$ cat src/icl_pkg.sv
// Purpose: Shared constants and carrier types of the interrupt control logic
// Assumes: 8-bit registers, one per aligned 32-bit word on AXI4-Lite
// Notes:   Unimplemented control and analog bits are cleared through the masks below
package icl_pkg;
  // ==========================================================
  // Register byte offsets
  localparam logic [7:0] ADDR_GLOBAL_CTRL = 8'h00;
  localparam logic [7:0] ADDR_GATE_FLAG   = 8'h04;
  localparam logic [7:0] ADDR_ANALOG_EN   = 8'h08;
  localparam logic [7:0] ADDR_EXT_FLAG    = 8'h0c;
  localparam logic [7:0] ADDR_ANALOG_FLAG = 8'h10;
  localparam logic [7:0] ADDR_GATE_EN     = 8'h14;
  localparam logic [7:0] ADDR_EXT_EN      = 8'h18;
  localparam logic [7:0] ADDR_GATE_PRIO   = 8'h1c;
  localparam logic [7:0] ADDR_ANALOG_PRIO = 8'h20;
  localparam logic [7:0] ADDR_EXT_PRIO    = 8'h24;
  // ==========================================================
  // Field positions
  localparam int BIT_GLOBAL_HIGH = 7;
  localparam int BIT_PERIPH_LOW  = 6;
  localparam int BIT_PRIO_ON     = 5;
  localparam int BIT_VDET        = 7;
  localparam int BIT_ZCD         = 6;
  localparam int BIT_CMPB        = 1;
  localparam int BIT_CMPA        = 0;
  // ==========================================================
  // Implemented-bit masks, reset values and response codes
  localparam logic [7:0] MASK_CTRL     = 8'he7;
  localparam logic [7:0] MASK_LOW3     = 8'h07;
  localparam logic [7:0] MASK_ANALOG   = 8'hc3;
  localparam logic [7:0] MASK_EXT_PRIO = 8'h06;
  localparam logic [7:0] RST_CTRL      = 8'h07;
  localparam logic [2:0] RST_ZERO3     = 3'h0;
  localparam logic [3:0] RST_ZERO4     = 4'h0;
  localparam logic [1:0] RESP_OKAY     = 2'h0;
  localparam logic [1:0] RESP_SLVERR   = 2'h2;
  // ==========================================================
  // Carriers
  typedef struct packed {
    logic [2:0] gate_evt;   // Timer 5, 3, 1 gate events
    logic [3:0] analog_evt; // Voltage detect, zero cross, cmp b, cmp a
  } icl_src_t;
  typedef struct packed {
    logic ext_irq_pin_c;
    logic ext_irq_pin_b;
    logic ext_irq_pin_a;
  } icl_ext_t;
  typedef struct packed {
    logic req_high;
    logic req_low;
  } icl_core_req_t;
  typedef enum logic [1:0] {
    WR_COLLECT = 2'b01,
    WR_RESP    = 2'b10
  } icl_wr_state_t;
endpackage : icl_pkg

$ cat src/icl_edge_det.sv
// Purpose: Edge detector for one external interrupt pin
// Assumes: Pin is synchronous to sys_clk
// Notes:   No event in the first cycle after reset
`timescale 1ns/1ps
module icl_edge_det (
  // Clock and reset
  input  wire logic sys_clk,
  input  wire logic rst,
  // Pin and polarity
  input  wire logic pin,
  input  wire logic rise_sel,
  // Event pulse
  output logic      evt
);
  logic prev_ff;
  logic armed_ff;

  always_ff @(posedge sys_clk) begin
    if (rst) begin
      prev_ff  <= 1'b0;
      armed_ff <= 1'b0;
    end else begin
      prev_ff  <= pin;
      armed_ff <= 1'b1;
    end
  end

  assign evt = armed_ff & (rise_sel ? (pin & ~prev_ff) : (~pin & prev_ff));

  // ==========================================================
  // Checks
  AST_EDGE_POL: assert property ( // see RULE6
    @(posedge sys_clk) disable iff (rst)
    evt |-> (rise_sel ? $rose(pin) : $fell(pin)))
    else $error("pin event on wrong edge");
endmodule : icl_edge_det

$ cat src/icl_flag_cell.sv
// Purpose: Group of sticky flags, set by hardware, cleared by software
// Assumes: set and clr are one-cycle pulses per bit
// Notes:   A set in the clearing cycle wins
`timescale 1ns/1ps
module icl_flag_cell #(
  parameter int W = 3
) (
  // Clock and reset
  input  wire logic         sys_clk,
  input  wire logic         rst,
  // Set and clear
  input  wire logic [W-1:0] set,
  input  wire logic [W-1:0] clr,
  // Flags
  output logic      [W-1:0] q_ff
);
  always_ff @(posedge sys_clk) begin
    if (rst) begin
      q_ff <= '0;
    end else begin
      q_ff <= (q_ff & ~clr) | set;
    end
  end

  // ==========================================================
  // Checks
  AST_FLAG_SET: assert property ( // see RULE7
    @(posedge sys_clk) disable iff (rst)
    set != '0 |=> (q_ff & $past(set)) == $past(set))
    else $error("flag not set by its event");
  AST_GATE_HOLD: assert property ( // see RULE10
    @(posedge sys_clk) disable iff (rst)
    (q_ff & ~clr) != '0 |=>
      (q_ff & $past(q_ff & ~clr)) == $past(q_ff & ~clr))
    else $error("flag lost without software clear");
endmodule : icl_flag_cell

$ cat src/icl_top.sv
// Purpose: Interrupt control logic with AXI4-Lite register access
// Assumes: Core pulses ack_high/ack_low when it takes an interrupt
// Notes:   Flags clear by writing one; edge pins are synchronous
//
// Summary of operation
// RULE1: With priority on, global-high enable allows unmasked interrupts and is cleared only when a high interrupt is taken.
// RULE2: With priority off, global enable allows unmasked interrupts and is cleared when any interrupt is taken.
// RULE3: With priority on, the second enable is the low-priority global enable, cleared only when a low interrupt is taken.
// RULE4: With priority off, the second enable gates all peripheral interrupts.
// RULE5: The priority bit selects two-level or single-level operation and changes both global enables.
// RULE6: Each external pin has an edge select bit, one for rising and zero for falling.
// RULE7: Flags are set on their event regardless of any enable.
// RULE8: Software should clear a flag before enabling its interrupt.
// RULE9: Unimplemented bits read as zero.
// RULE10: Timer 5, 3, 1 gate events set bits 2, 1, 0 of the gate flag register and only software clears them.
// RULE11: Analog enable bit 7 enables voltage detect and bit 6 zero cross.
// RULE12: Analog enable bit 1 enables comparator b and bit 0 comparator a.
// RULE13: A request goes to the core when flag, enable and level enable are set; high preempts low.
`timescale 1ns/1ps
module icl_top (
  // Clock and reset
  input  wire logic                   sys_clk,
  input  wire logic                   rst,
  // AXI4-Lite write
  input  wire logic [7:0]             s_axi_awaddr,
  input  wire logic                   s_axi_awvalid,
  output logic                        s_axi_awready,
  input  wire logic [31:0]            s_axi_wdata,
  input  wire logic [3:0]             s_axi_wstrb,
  input  wire logic                   s_axi_wvalid,
  output logic                        s_axi_wready,
  output logic [1:0]                  s_axi_bresp,
  output logic                        s_axi_bvalid,
  input  wire logic                   s_axi_bready,
  // AXI4-Lite read
  input  wire logic [7:0]             s_axi_araddr,
  input  wire logic                   s_axi_arvalid,
  output logic                        s_axi_arready,
  output logic [31:0]                 s_axi_rdata,
  output logic [1:0]                  s_axi_rresp,
  output logic                        s_axi_rvalid,
  input  wire logic                   s_axi_rready,
  // Event sources and pins
  input  wire icl_pkg::icl_src_t      src_in,
  input  wire icl_pkg::icl_ext_t      ext_pins,
  // Core side
  input  wire logic                   ack_high,
  input  wire logic                   ack_low,
  output icl_pkg::icl_core_req_t      core_req_ff,
  output logic                        irq_ff
);
  import icl_pkg::*;

  // ==========================================================
  // Declarations
  icl_wr_state_t wr_st_ff;
  icl_wr_state_t nxt_wr_st;
  logic       aw_got_ff;
  logic       w_got_ff;
  logic [7:0] aw_addr_ff;
  logic [7:0] wdata_ff;
  logic       wstrb0_ff;
  logic       awready_ff, wready_ff, arready_ff;
  logic       bvalid_ff, rvalid_ff;
  logic [1:0] bresp_ff, rresp_ff;
  logic [7:0] rdata_ff;
  logic       ghe_ff, ple_ff, pri_ff;
  logic [2:0] edge_ff;
  logic [2:0] gate_en_ff;
  logic [2:0] ext_en_ff;
  logic [3:0] an_en_ff;
  logic [2:0] gate_prio_ff;
  logic [3:0] an_prio_ff;
  logic [1:0] ext_prio_ff;
  logic [2:0] ext_flag_w;
  logic [2:0] gate_flag_w;
  logic [3:0] an_flag_w;
  logic [2:0] ext_evt;
  logic [2:0] ext_pin_vec;

  // ==========================================================
  // Handshakes and write channel decode
  wire aw_hs   = s_axi_awvalid & awready_ff;
  wire w_hs    = s_axi_wvalid & wready_ff;
  wire ar_hs   = s_axi_arvalid & arready_ff;
  wire b_hs    = bvalid_ff & s_axi_bready;
  wire r_hs    = rvalid_ff & s_axi_rready;
  wire wr_fire = aw_got_ff & w_got_ff & (wr_st_ff == WR_COLLECT);
  wire wr_en   = wr_fire & wstrb0_ff;
  wire sel_ctrl   = aw_addr_ff == ADDR_GLOBAL_CTRL;
  wire sel_gflag  = aw_addr_ff == ADDR_GATE_FLAG;
  wire sel_an_en  = aw_addr_ff == ADDR_ANALOG_EN;
  wire sel_eflag  = aw_addr_ff == ADDR_EXT_FLAG;
  wire sel_aflag  = aw_addr_ff == ADDR_ANALOG_FLAG;
  wire sel_g_en   = aw_addr_ff == ADDR_GATE_EN;
  wire sel_e_en   = aw_addr_ff == ADDR_EXT_EN;
  wire sel_gprio  = aw_addr_ff == ADDR_GATE_PRIO;
  wire sel_aprio  = aw_addr_ff == ADDR_ANALOG_PRIO;
  wire sel_eprio  = aw_addr_ff == ADDR_EXT_PRIO;
  wire wr_hit     = (aw_addr_ff[1:0] == 2'h0) & (aw_addr_ff <= ADDR_EXT_PRIO);
  wire ctrl_wr    = wr_en & sel_ctrl;
  wire [3:0] an_wbits = {wdata_ff[BIT_VDET], wdata_ff[BIT_ZCD],
                         wdata_ff[BIT_CMPB], wdata_ff[BIT_CMPA]};
  wire [2:0] gflag_clr = (wr_en & sel_gflag) ? wdata_ff[2:0] : 3'h0;
  wire [2:0] eflag_clr = (wr_en & sel_eflag) ? wdata_ff[2:0] : 3'h0;
  wire [3:0] aflag_clr = (wr_en & sel_aflag) ? an_wbits : 4'h0;
  // ==========================================================
  // Read decode, unimplemented bits forced to zero
  wire [7:0] an_rd_flag = {an_flag_w[3:2], 4'h0, an_flag_w[1:0]};
  wire [7:0] an_rd_en   = {an_en_ff[3:2], 4'h0, an_en_ff[1:0]};
  wire [7:0] an_rd_prio = {an_prio_ff[3:2], 4'h0, an_prio_ff[1:0]};
  wire [7:0] ctrl_rd    = {ghe_ff, ple_ff, pri_ff, 2'h0, edge_ff};
  wire [7:0] rd_raw =
    (s_axi_araddr == ADDR_GLOBAL_CTRL) ? (ctrl_rd & MASK_CTRL) :
    (s_axi_araddr == ADDR_GATE_FLAG)   ? {5'h0, gate_flag_w} :
    (s_axi_araddr == ADDR_ANALOG_EN)   ? (an_rd_en & MASK_ANALOG) :
    (s_axi_araddr == ADDR_EXT_FLAG)    ? {5'h0, ext_flag_w} :
    (s_axi_araddr == ADDR_ANALOG_FLAG) ? (an_rd_flag & MASK_ANALOG) :
    (s_axi_araddr == ADDR_GATE_EN)     ? {5'h0, gate_en_ff} :
    (s_axi_araddr == ADDR_EXT_EN)      ? {5'h0, ext_en_ff} :
    (s_axi_araddr == ADDR_GATE_PRIO)   ? {5'h0, gate_prio_ff} :
    (s_axi_araddr == ADDR_ANALOG_PRIO) ? (an_rd_prio & MASK_ANALOG) :
    (s_axi_araddr == ADDR_EXT_PRIO)    ? {5'h0, ext_prio_ff, 1'b0} :
                                         8'h00;
  wire rd_hit = (s_axi_araddr[1:0] == 2'h0) & (s_axi_araddr <= ADDR_EXT_PRIO);

  // ==========================================================
  // Bus handshake
  always_comb begin
    nxt_wr_st = wr_st_ff;
    case (wr_st_ff)
      WR_COLLECT: if (wr_fire) nxt_wr_st = WR_RESP;
      WR_RESP:    if (b_hs) nxt_wr_st = WR_COLLECT;
      default:    nxt_wr_st = WR_COLLECT;
    endcase
  end
  always_ff @(posedge sys_clk) begin
    if (rst) begin
      wr_st_ff   <= WR_COLLECT;
      aw_got_ff  <= 1'b0;
      w_got_ff   <= 1'b0;
      aw_addr_ff <= 8'h00;
      wdata_ff   <= 8'h00;
      wstrb0_ff  <= 1'b0;
      awready_ff <= 1'b1;
      wready_ff  <= 1'b1;
      bvalid_ff  <= 1'b0;
      bresp_ff   <= RESP_OKAY;
    end else begin
      wr_st_ff <= nxt_wr_st;
      if (aw_hs) begin
        aw_got_ff  <= 1'b1;
        aw_addr_ff <= s_axi_awaddr;
        awready_ff <= 1'b0;
      end else if (wr_fire) begin
        aw_got_ff <= 1'b0;
      end else if (b_hs) begin
        awready_ff <= 1'b1;
      end
      if (w_hs) begin
        w_got_ff  <= 1'b1;
        wdata_ff  <= s_axi_wdata[7:0];
        wstrb0_ff <= s_axi_wstrb[0];
        wready_ff <= 1'b0;
      end else if (wr_fire) begin
        w_got_ff <= 1'b0;
      end else if (b_hs) begin
        wready_ff <= 1'b1;
      end
      bvalid_ff <= (nxt_wr_st == WR_RESP);
      if (wr_fire) bresp_ff <= wr_hit ? RESP_OKAY : RESP_SLVERR;
    end
  end

  always_ff @(posedge sys_clk) begin
    if (rst) begin
      arready_ff <= 1'b1;
      rvalid_ff  <= 1'b0;
      rdata_ff   <= 8'h00;
      rresp_ff   <= RESP_OKAY;
    end else if (ar_hs) begin
      arready_ff <= 1'b0;
      rvalid_ff  <= 1'b1;
      rdata_ff   <= rd_raw;   // see RULE9
      rresp_ff   <= rd_hit ? RESP_OKAY : RESP_SLVERR;
    end else if (r_hs) begin
      arready_ff <= 1'b1;
      rvalid_ff  <= 1'b0;
    end
  end

  assign s_axi_awready = awready_ff;
  assign s_axi_wready  = wready_ff;
  assign s_axi_bvalid  = bvalid_ff;
  assign s_axi_bresp   = bresp_ff;
  assign s_axi_arready = arready_ff;
  assign s_axi_rvalid  = rvalid_ff;
  assign s_axi_rresp   = rresp_ff;
  assign s_axi_rdata   = {24'h0, rdata_ff};

  // ==========================================================
  // Global control; a bus write wins over a hardware clear
  wire ghe_clr = pri_ff ? ack_high : (ack_high | ack_low); // see RULE1
  wire ple_clr = pri_ff & ack_low;                          // see RULE3
  always_ff @(posedge sys_clk) begin
    if (rst) begin
      ghe_ff  <= RST_CTRL[BIT_GLOBAL_HIGH];
      ple_ff  <= RST_CTRL[BIT_PERIPH_LOW];
      pri_ff  <= RST_CTRL[BIT_PRIO_ON];
      edge_ff <= RST_CTRL[2:0];
    end else if (ctrl_wr) begin
      ghe_ff  <= wdata_ff[BIT_GLOBAL_HIGH];
      ple_ff  <= wdata_ff[BIT_PERIPH_LOW];
      pri_ff  <= wdata_ff[BIT_PRIO_ON];      // see RULE5
      edge_ff <= wdata_ff[2:0];              // see RULE6
    end else begin
      if (ghe_clr) ghe_ff <= 1'b0;           // see RULE2
      if (ple_clr) ple_ff <= 1'b0;
    end
  end

  // ==========================================================
  // Enable and priority registers
  always_ff @(posedge sys_clk) begin
    if (rst) begin
      gate_en_ff   <= RST_ZERO3;
      ext_en_ff    <= RST_ZERO3;
      an_en_ff     <= RST_ZERO4;
      gate_prio_ff <= RST_ZERO3;
      an_prio_ff   <= RST_ZERO4;
      ext_prio_ff  <= RST_ZERO3[1:0];
    end else begin
      if (wr_en & sel_an_en) an_en_ff <= an_wbits; // see RULE11, RULE12
      if (wr_en & sel_g_en)  gate_en_ff <= wdata_ff[2:0];
      if (wr_en & sel_e_en)  ext_en_ff <= wdata_ff[2:0];
      if (wr_en & sel_gprio) gate_prio_ff <= wdata_ff[2:0];
      if (wr_en & sel_aprio) an_prio_ff <= an_wbits;
      if (wr_en & sel_eprio) ext_prio_ff <= wdata_ff[2:1];
    end
  end

  // ==========================================================
  // Event capture
  assign ext_pin_vec = {ext_pins.ext_irq_pin_c, ext_pins.ext_irq_pin_b,
                        ext_pins.ext_irq_pin_a};

  for (genvar i = 0; i < 3; i++) begin : g_edge
    icl_edge_det u_edge (
      .sys_clk  (sys_clk),
      .rst      (rst),
      .pin      (ext_pin_vec[i]),
      .rise_sel (edge_ff[i]),     // see RULE6
      .evt      (ext_evt[i])
    );
  end
  // Flags set independent of all enables
  icl_flag_cell #(.W(3)) u_ext_flag (
    .sys_clk (sys_clk),
    .rst     (rst),
    .set     (ext_evt),           // see RULE7
    .clr     (eflag_clr),
    .q_ff    (ext_flag_w)
  );

  icl_flag_cell #(.W(3)) u_gate_flag (
    .sys_clk (sys_clk),
    .rst     (rst),
    .set     (src_in.gate_evt),   // see RULE10
    .clr     (gflag_clr),
    .q_ff    (gate_flag_w)
  );

  icl_flag_cell #(.W(4)) u_an_flag (
    .sys_clk (sys_clk),
    .rst     (rst),
    .set     (src_in.analog_evt),
    .clr     (aflag_clr),
    .q_ff    (an_flag_w)
  );

  // ==========================================================
  // Request generation
  wire [2:0] pend_core   = ext_flag_w & ext_en_ff;
  wire [6:0] pend_periph = {gate_flag_w & gate_en_ff, an_flag_w & an_en_ff};
  wire [9:0] pend_all    = {pend_core, pend_periph};
  wire [9:0] prio_all    = {ext_prio_ff, 1'b1, gate_prio_ff, an_prio_ff};
  wire hi_any  = |(pend_all & prio_all);
  wire lo_any  = |(pend_all & ~prio_all);
  wire single  = ghe_ff & ((|pend_core) | (ple_ff & (|pend_periph)));
  wire req_hi  = pri_ff ? (ghe_ff & hi_any) : single;   // see RULE13
  wire req_lo  = pri_ff & ghe_ff & ple_ff & lo_any & ~req_hi;
  always_ff @(posedge sys_clk) begin
    if (rst) begin
      core_req_ff <= '0;
      irq_ff      <= 1'b0;
    end else begin
      core_req_ff.req_high <= req_hi;                   // see RULE4
      core_req_ff.req_low  <= req_lo;                   // see RULE5
      irq_ff               <= |pend_all;
    end
  end

  // ==========================================================
  // Checks
  AST_GHE_HI_CLR: assert property (@(posedge sys_clk) disable iff (rst) // see RULE1
    pri_ff && ack_high && !ctrl_wr |=> !ghe_ff && !core_req_ff.req_low)
    else $error("global high enable not cleared on high take");
  AST_GHE_ANY_CLR: assert property (@(posedge sys_clk) disable iff (rst) // see RULE2
    !pri_ff && (ack_high || ack_low) && !ctrl_wr |=>
      !ghe_ff ##1 !core_req_ff.req_high)
    else $error("global enable not cleared on take");
  AST_PLE_CLR: assert property (@(posedge sys_clk) disable iff (rst) // see RULE3
    pri_ff && ack_low && !ack_high && !ctrl_wr |=> !ple_ff && ghe_ff == $past(ghe_ff))
    else $error("low enable clear wrong");
  AST_PERIPH_GATE: assert property (@(posedge sys_clk) disable iff (rst) // see RULE4
    !pri_ff && !ple_ff && pend_core == 3'h0 |=> !core_req_ff.req_high)
    else $error("peripheral request passed a closed gate");
  AST_SINGLE_NO_LOW: assert property (@(posedge sys_clk) disable iff (rst) // see RULE5
    !pri_ff |=> !core_req_ff.req_low)
    else $error("low request in single-level mode");
  AST_RSVD_ZERO: assert property (@(posedge sys_clk) disable iff (rst) // see RULE9
    ar_hs && s_axi_araddr == ADDR_GLOBAL_CTRL |=> s_axi_rdata[4:3] == 2'h0
      && s_axi_rdata[31:8] == 24'h0)
    else $error("unimplemented bits not zero");
  AST_AN_EN_HI: assert property (@(posedge sys_clk) disable iff (rst) // see RULE11
    wr_en && sel_an_en |=> an_en_ff[3:2] == $past(wdata_ff[7:6]))
    else $error("analog enable upper bits wrong");
  AST_AN_EN_LO: assert property (@(posedge sys_clk) disable iff (rst) // see RULE12
    wr_en && sel_an_en |=> an_en_ff[1:0] == $past(wdata_ff[1:0]))
    else $error("comparator enable bits wrong");
  AST_PREEMPT: assert property (@(posedge sys_clk) disable iff (rst) // see RULE13
    pri_ff && ghe_ff && hi_any |=> core_req_ff.req_high && !core_req_ff.req_low)
    else $error("high request did not preempt low");
endmodule : icl_top

$ cat config.mk
export PLATFORM = sky130hd
export DESIGN_NAME = icl_top
export DESIGN_NICKNAME = d
export VERILOG_FILES = /design/src/icl_pkg.sv /design/src/icl_edge_det.sv /design/src/icl_flag_cell.sv /design/src/icl_top.sv
export SDC_FILE = /design/constraint.sdc
export NUM_CORES = 1
export LEC_CHECK = 0
export BUFFER_PORTS_ARGS = -buffer_cell sky130_fd_sc_hd__buf_2
export CORE_MARGIN = 2
export CORE_UTILIZATION = 55
export CTS_CLUSTER_DIAMETER = 80
export CTS_CLUSTER_SIZE = 14
export DETAILED_ROUTE_END_ITERATION = 10
export PLACE_DENSITY_LB_ADDON = 0.12
export SETUP_SLACK_MARGIN = 0.02
export SLEW_MARGIN = 20
export SYNTH_ARGS = -nofsm -noshare
export SYNTH_HDL_FRONTEND = slang
export SYNTH_HIERARCHICAL = 1
export SYNTH_SLANG_ARGS = --single-unit
$ cat constraint.sdc
create_clock -name sys_clk -period 4.6 [get_ports sys_clk]
set_input_delay 0.23 -clock sys_clk [delete_from_list [all_inputs] [get_ports sys_clk]]
set_output_delay 0.23 -clock sys_clk [all_outputs]
set_load 0.01 [all_outputs]
==> summary.txt <==
Routing
  – DR WL/cell: 14.2 um
  – Post-route DRC violation count: 0
  – Drt first pass iters: 5
  – DR vias: 3393
  – Post-route ant nets: 0
  – Routed WL: 8570 um
  – Mean number of vias per cell: 5.63
  – DRT iter0 DRCs: 215

Synthesis
  – Cell taking the most area after synthesis: dfxtp_1
  – Cell with the most instances after synthesis: dfxtp_1
  – Post-synth EDFFs: 0
  – Post-synth top cells: dfxtp_1, nand2_1, a21oi_1, nor2_1
  – Seq/Total Area, Yosys: 0.400
  – Yosys warning total: 6
  – Synth async-reset ratio: 0
  – Yosys reg bits: 76
  – Distinct cells, synth: 54
  – Synthesized cell area: roughly 3800 sq um
  – Top-area cell type share of the netlist area: 0.400
  – Cell count after synthesis: 470
  – Synth Flop Type: dfxtp_1
  – Synth area leaders: dfxtp_1, a21oi_1, buf_4
  – Syn avg cell area: around 8 sq um

Timing
  – Slew headroom: 0.395
  – Worst slew pin tran: 0.899 ns
  – Final Critical Period: between 2 and 2.5 ns
  – Final period utilization: 0.499
  – Max Transition Viols Final: 0
  – Achievable Freq: 0.436 GHz
  – Fin Setup TNS: 0 ns
  – Hold Fails Final Rpt: 0
  – Clock skew: 0.0118 ns
  – Setup Viol. Count Final: 0
  – RSZ-0062 raised after global routing: no

Cells and area
  – Nets: 592
  – P&R area growth vs syn: 10.0%
  – Antenna Cells: 0
  – Layout cells sized above 1: 0.155

Run
  – Total of max-cap violations: 0

Power
  – Power Density: between 300 and 400 nW/um^2
  – Leak: approximately 1.8 nW
  – Post-route total power: about 1.4 mW
  – Peak VDD IR: around 0.28 mV

Clock network
  – CTS HTree Levels: 3
  – Clk sink count: 76
  – Postcts setup bufs: 0
  – CTS resizes: 0
  – TritonCTS clock tree: built
  – CTS max path bufs: 2
  – Worst skew pair latency: 0.36 ns
  – Clock slew at reported path FFs: 0.09 ns
  – Hold bufs inserted after CTS: 0
  – CTS Root Cell: clkbuf_8
  – CTS buffer count: 9

Worst setup path
  – Endpoint class of the critical path: register
  – R2r worst-path depth: 7
  – Critical path data arrival time: 2.52 ns
  – Reg-to-reg slack, setup: 2.31 ns
  – Worst Setup Start Kind: register
  – Worst Setup Path Type: reg -> reg
  – End of the worst register-to-register path: gate_prio_ff[2]
  – Reg2reg start: wr_st_ff[1]
  – CP required: 4.82 ns
  – CP Max Fanout: 10

Floorplan
  – Die Ht: 87.1 um
  – DIE AREA: 7590 sq um
  – Starting Density: 0.563
  – CORE AREA: just under 7000 sq um
  – # rows: 30
  – Num ports: 115
  – Die width: 87.1 um

GRT
  – Vias in the first global route: between 2000 and 3000
  – Pin count of the biggest net entering global routing: 63
  – GRT Total Usage: 0.235
  – Initial antenna violation count: 0
  – First-pass GRT wire length: roughly 14000 um
  – Congestion Overflow GR: 0

Place
  – Gpl congestion: 0.886
  – Post-DP HPWL: 6250 um
  – IO Port Bufs: 57

Worst hold path
  – HP Class: in -> reg
  – Hold EP: u_an_flag/q_ff[2]
  – WHS Path Cells: 3
  – Hold_sp: src_in[2]

Run status
  – Outcome: finished, final reports clean
## critical path: stages (launching register included)
cell and delay, ns:
dfxtp_1 0.32, inv_1 0.07, ha_1 0.22, nand3_1 0.34
nor4b_4 0.61, nand4_1 0.33, mux2i_1 0.23, nor2_1 0.05
## stage by stage
stage | utilization | setup WS, ns | hold slack [ns] | instance area (sq um) | std cells
finish | 0.619 | 2.31 | 0.102 | 4180 | 603
CTS | 0.619 | 2.33 | 0.0942 | 4180 | 603
detailed placement | 0.591 | 2.37 | 0.445 | 3990 | 588
global placement | 0.590 | 2.39 | 0.439 | 3990 | 588
global route | 0.619 | 2.07 | 0.0945 | 4180 | 603
floorplan | - | 2.75 | 0.287 | 3900 | 497
## logic make-up (layout without fill, tap and decap cells)
group           count (synthesis)  count (layout)  synth area share
mux                            18              18            0.0474
compound gates                 94              94             0.147
buf+inv                        68              94             0.103
simple gates                  211             211             0.295
flops                          76              76             0.400
fa+ha+maj                       2               2           0.00658
other cells                     1              28          0.000986
## per-layer routing
metal / up-vias / share of wire / GRT usage
met5: - / 0 / 0
met4: 0 / 0.0082 / 0.0559
met3: 10 / 0.062 / 0.0635
met2: 134 / 0.45 / 0.361
met1: 1566 / 0.48 / 0.332
li1: 1683 / - / -
## layout by cell type (no fill, tap or decap), types with 2 or more instances in the layout
cell / n
nand2b_1: 20
o22ai_1: 7
and2_1: 2
buf_4: 2
nand4b_1: 8
dfxtp_1: 76
nand4bb_1: 3
nand3b_1: 2
nor4_1: 4
a211oi_1: 2
nor3_1: 5
inv_1: 20
nor2b_1: 8
conb_1: 28
a31oi_1: 6
clkinv_2: 2
nor2_1: 39
nand3_1: 30
a21boi_0: 2
ha_1: 2
o21ai_0: 14
and3_1: 10
a21oi_1: 46
a22oi_1: 2
nand4_1: 6
buf_2: 57
mux2i_1: 18
nand2_1: 60
a211o_1: 4
or3b_1: 2
clkbuf_8: 9
## state kept, by name, indices dropped and copies added, names as in the netlist, 2 cells and up
signal	flops
aw_addr_ff	8
rdata_ff	6
wdata_ff	6
an_en_ff	4
an_prio_ff	4
u_an_flag/q_ff	4
edge_ff	3
ext_en_ff	3
g_edge.u_edge/armed_ff	3
g_edge.u_edge/prev_ff	3
gate_en_ff	3
gate_prio_ff	3
u_ext_flag/q_ff	3
u_gate_flag/q_ff	3
core_req_ff	2
ext_prio_ff	2
wr_st_ff	2
## final cells by class
| cell class | instances | area (sq um) |
|---|---|---|
| Fill cell | 654 | 2570 |
| Clock inverter | 6 | 65.1 |
| Inverter | 20 | 75.1 |
| Clock buffer | 9 | 124 |
| Multi-Input combinational cell | 353 | 2000 |
| Tap cell | 80 | 100 |
| Timing Repair Buffer | 59 | 300 |
| Sequential cell | 76 | 1520 |
## where the power goes
part	internal, mW	leakage [nW]	switching (mW)	total [mW]
Combinational	0.0582	1.11	0.0947	0.153
Clock	0.248	0.0955	0.253	0.501
Sequential	0.685	0.622	0.0306	0.716
Total	0.992	1.82	0.378	1.37
## worst max path at each step
stage / startpoint / end
3_3_place_gp: wr_st_ff[1] / gate_prio_ff[0]
2_1_floorplan: wr_st_ff[1] / gate_prio_ff[0]
5_1_grt: wr_st_ff[1] / edge_ff[0]
4_1_cts: wr_st_ff[1] / gate_prio_ff[2]
3_5_place_dp: wr_st_ff[1] / edge_ff[1]
6_report: wr_st_ff[1] / gate_prio_ff[2]
Note: power is estimated with default switching activity, not from simulation.
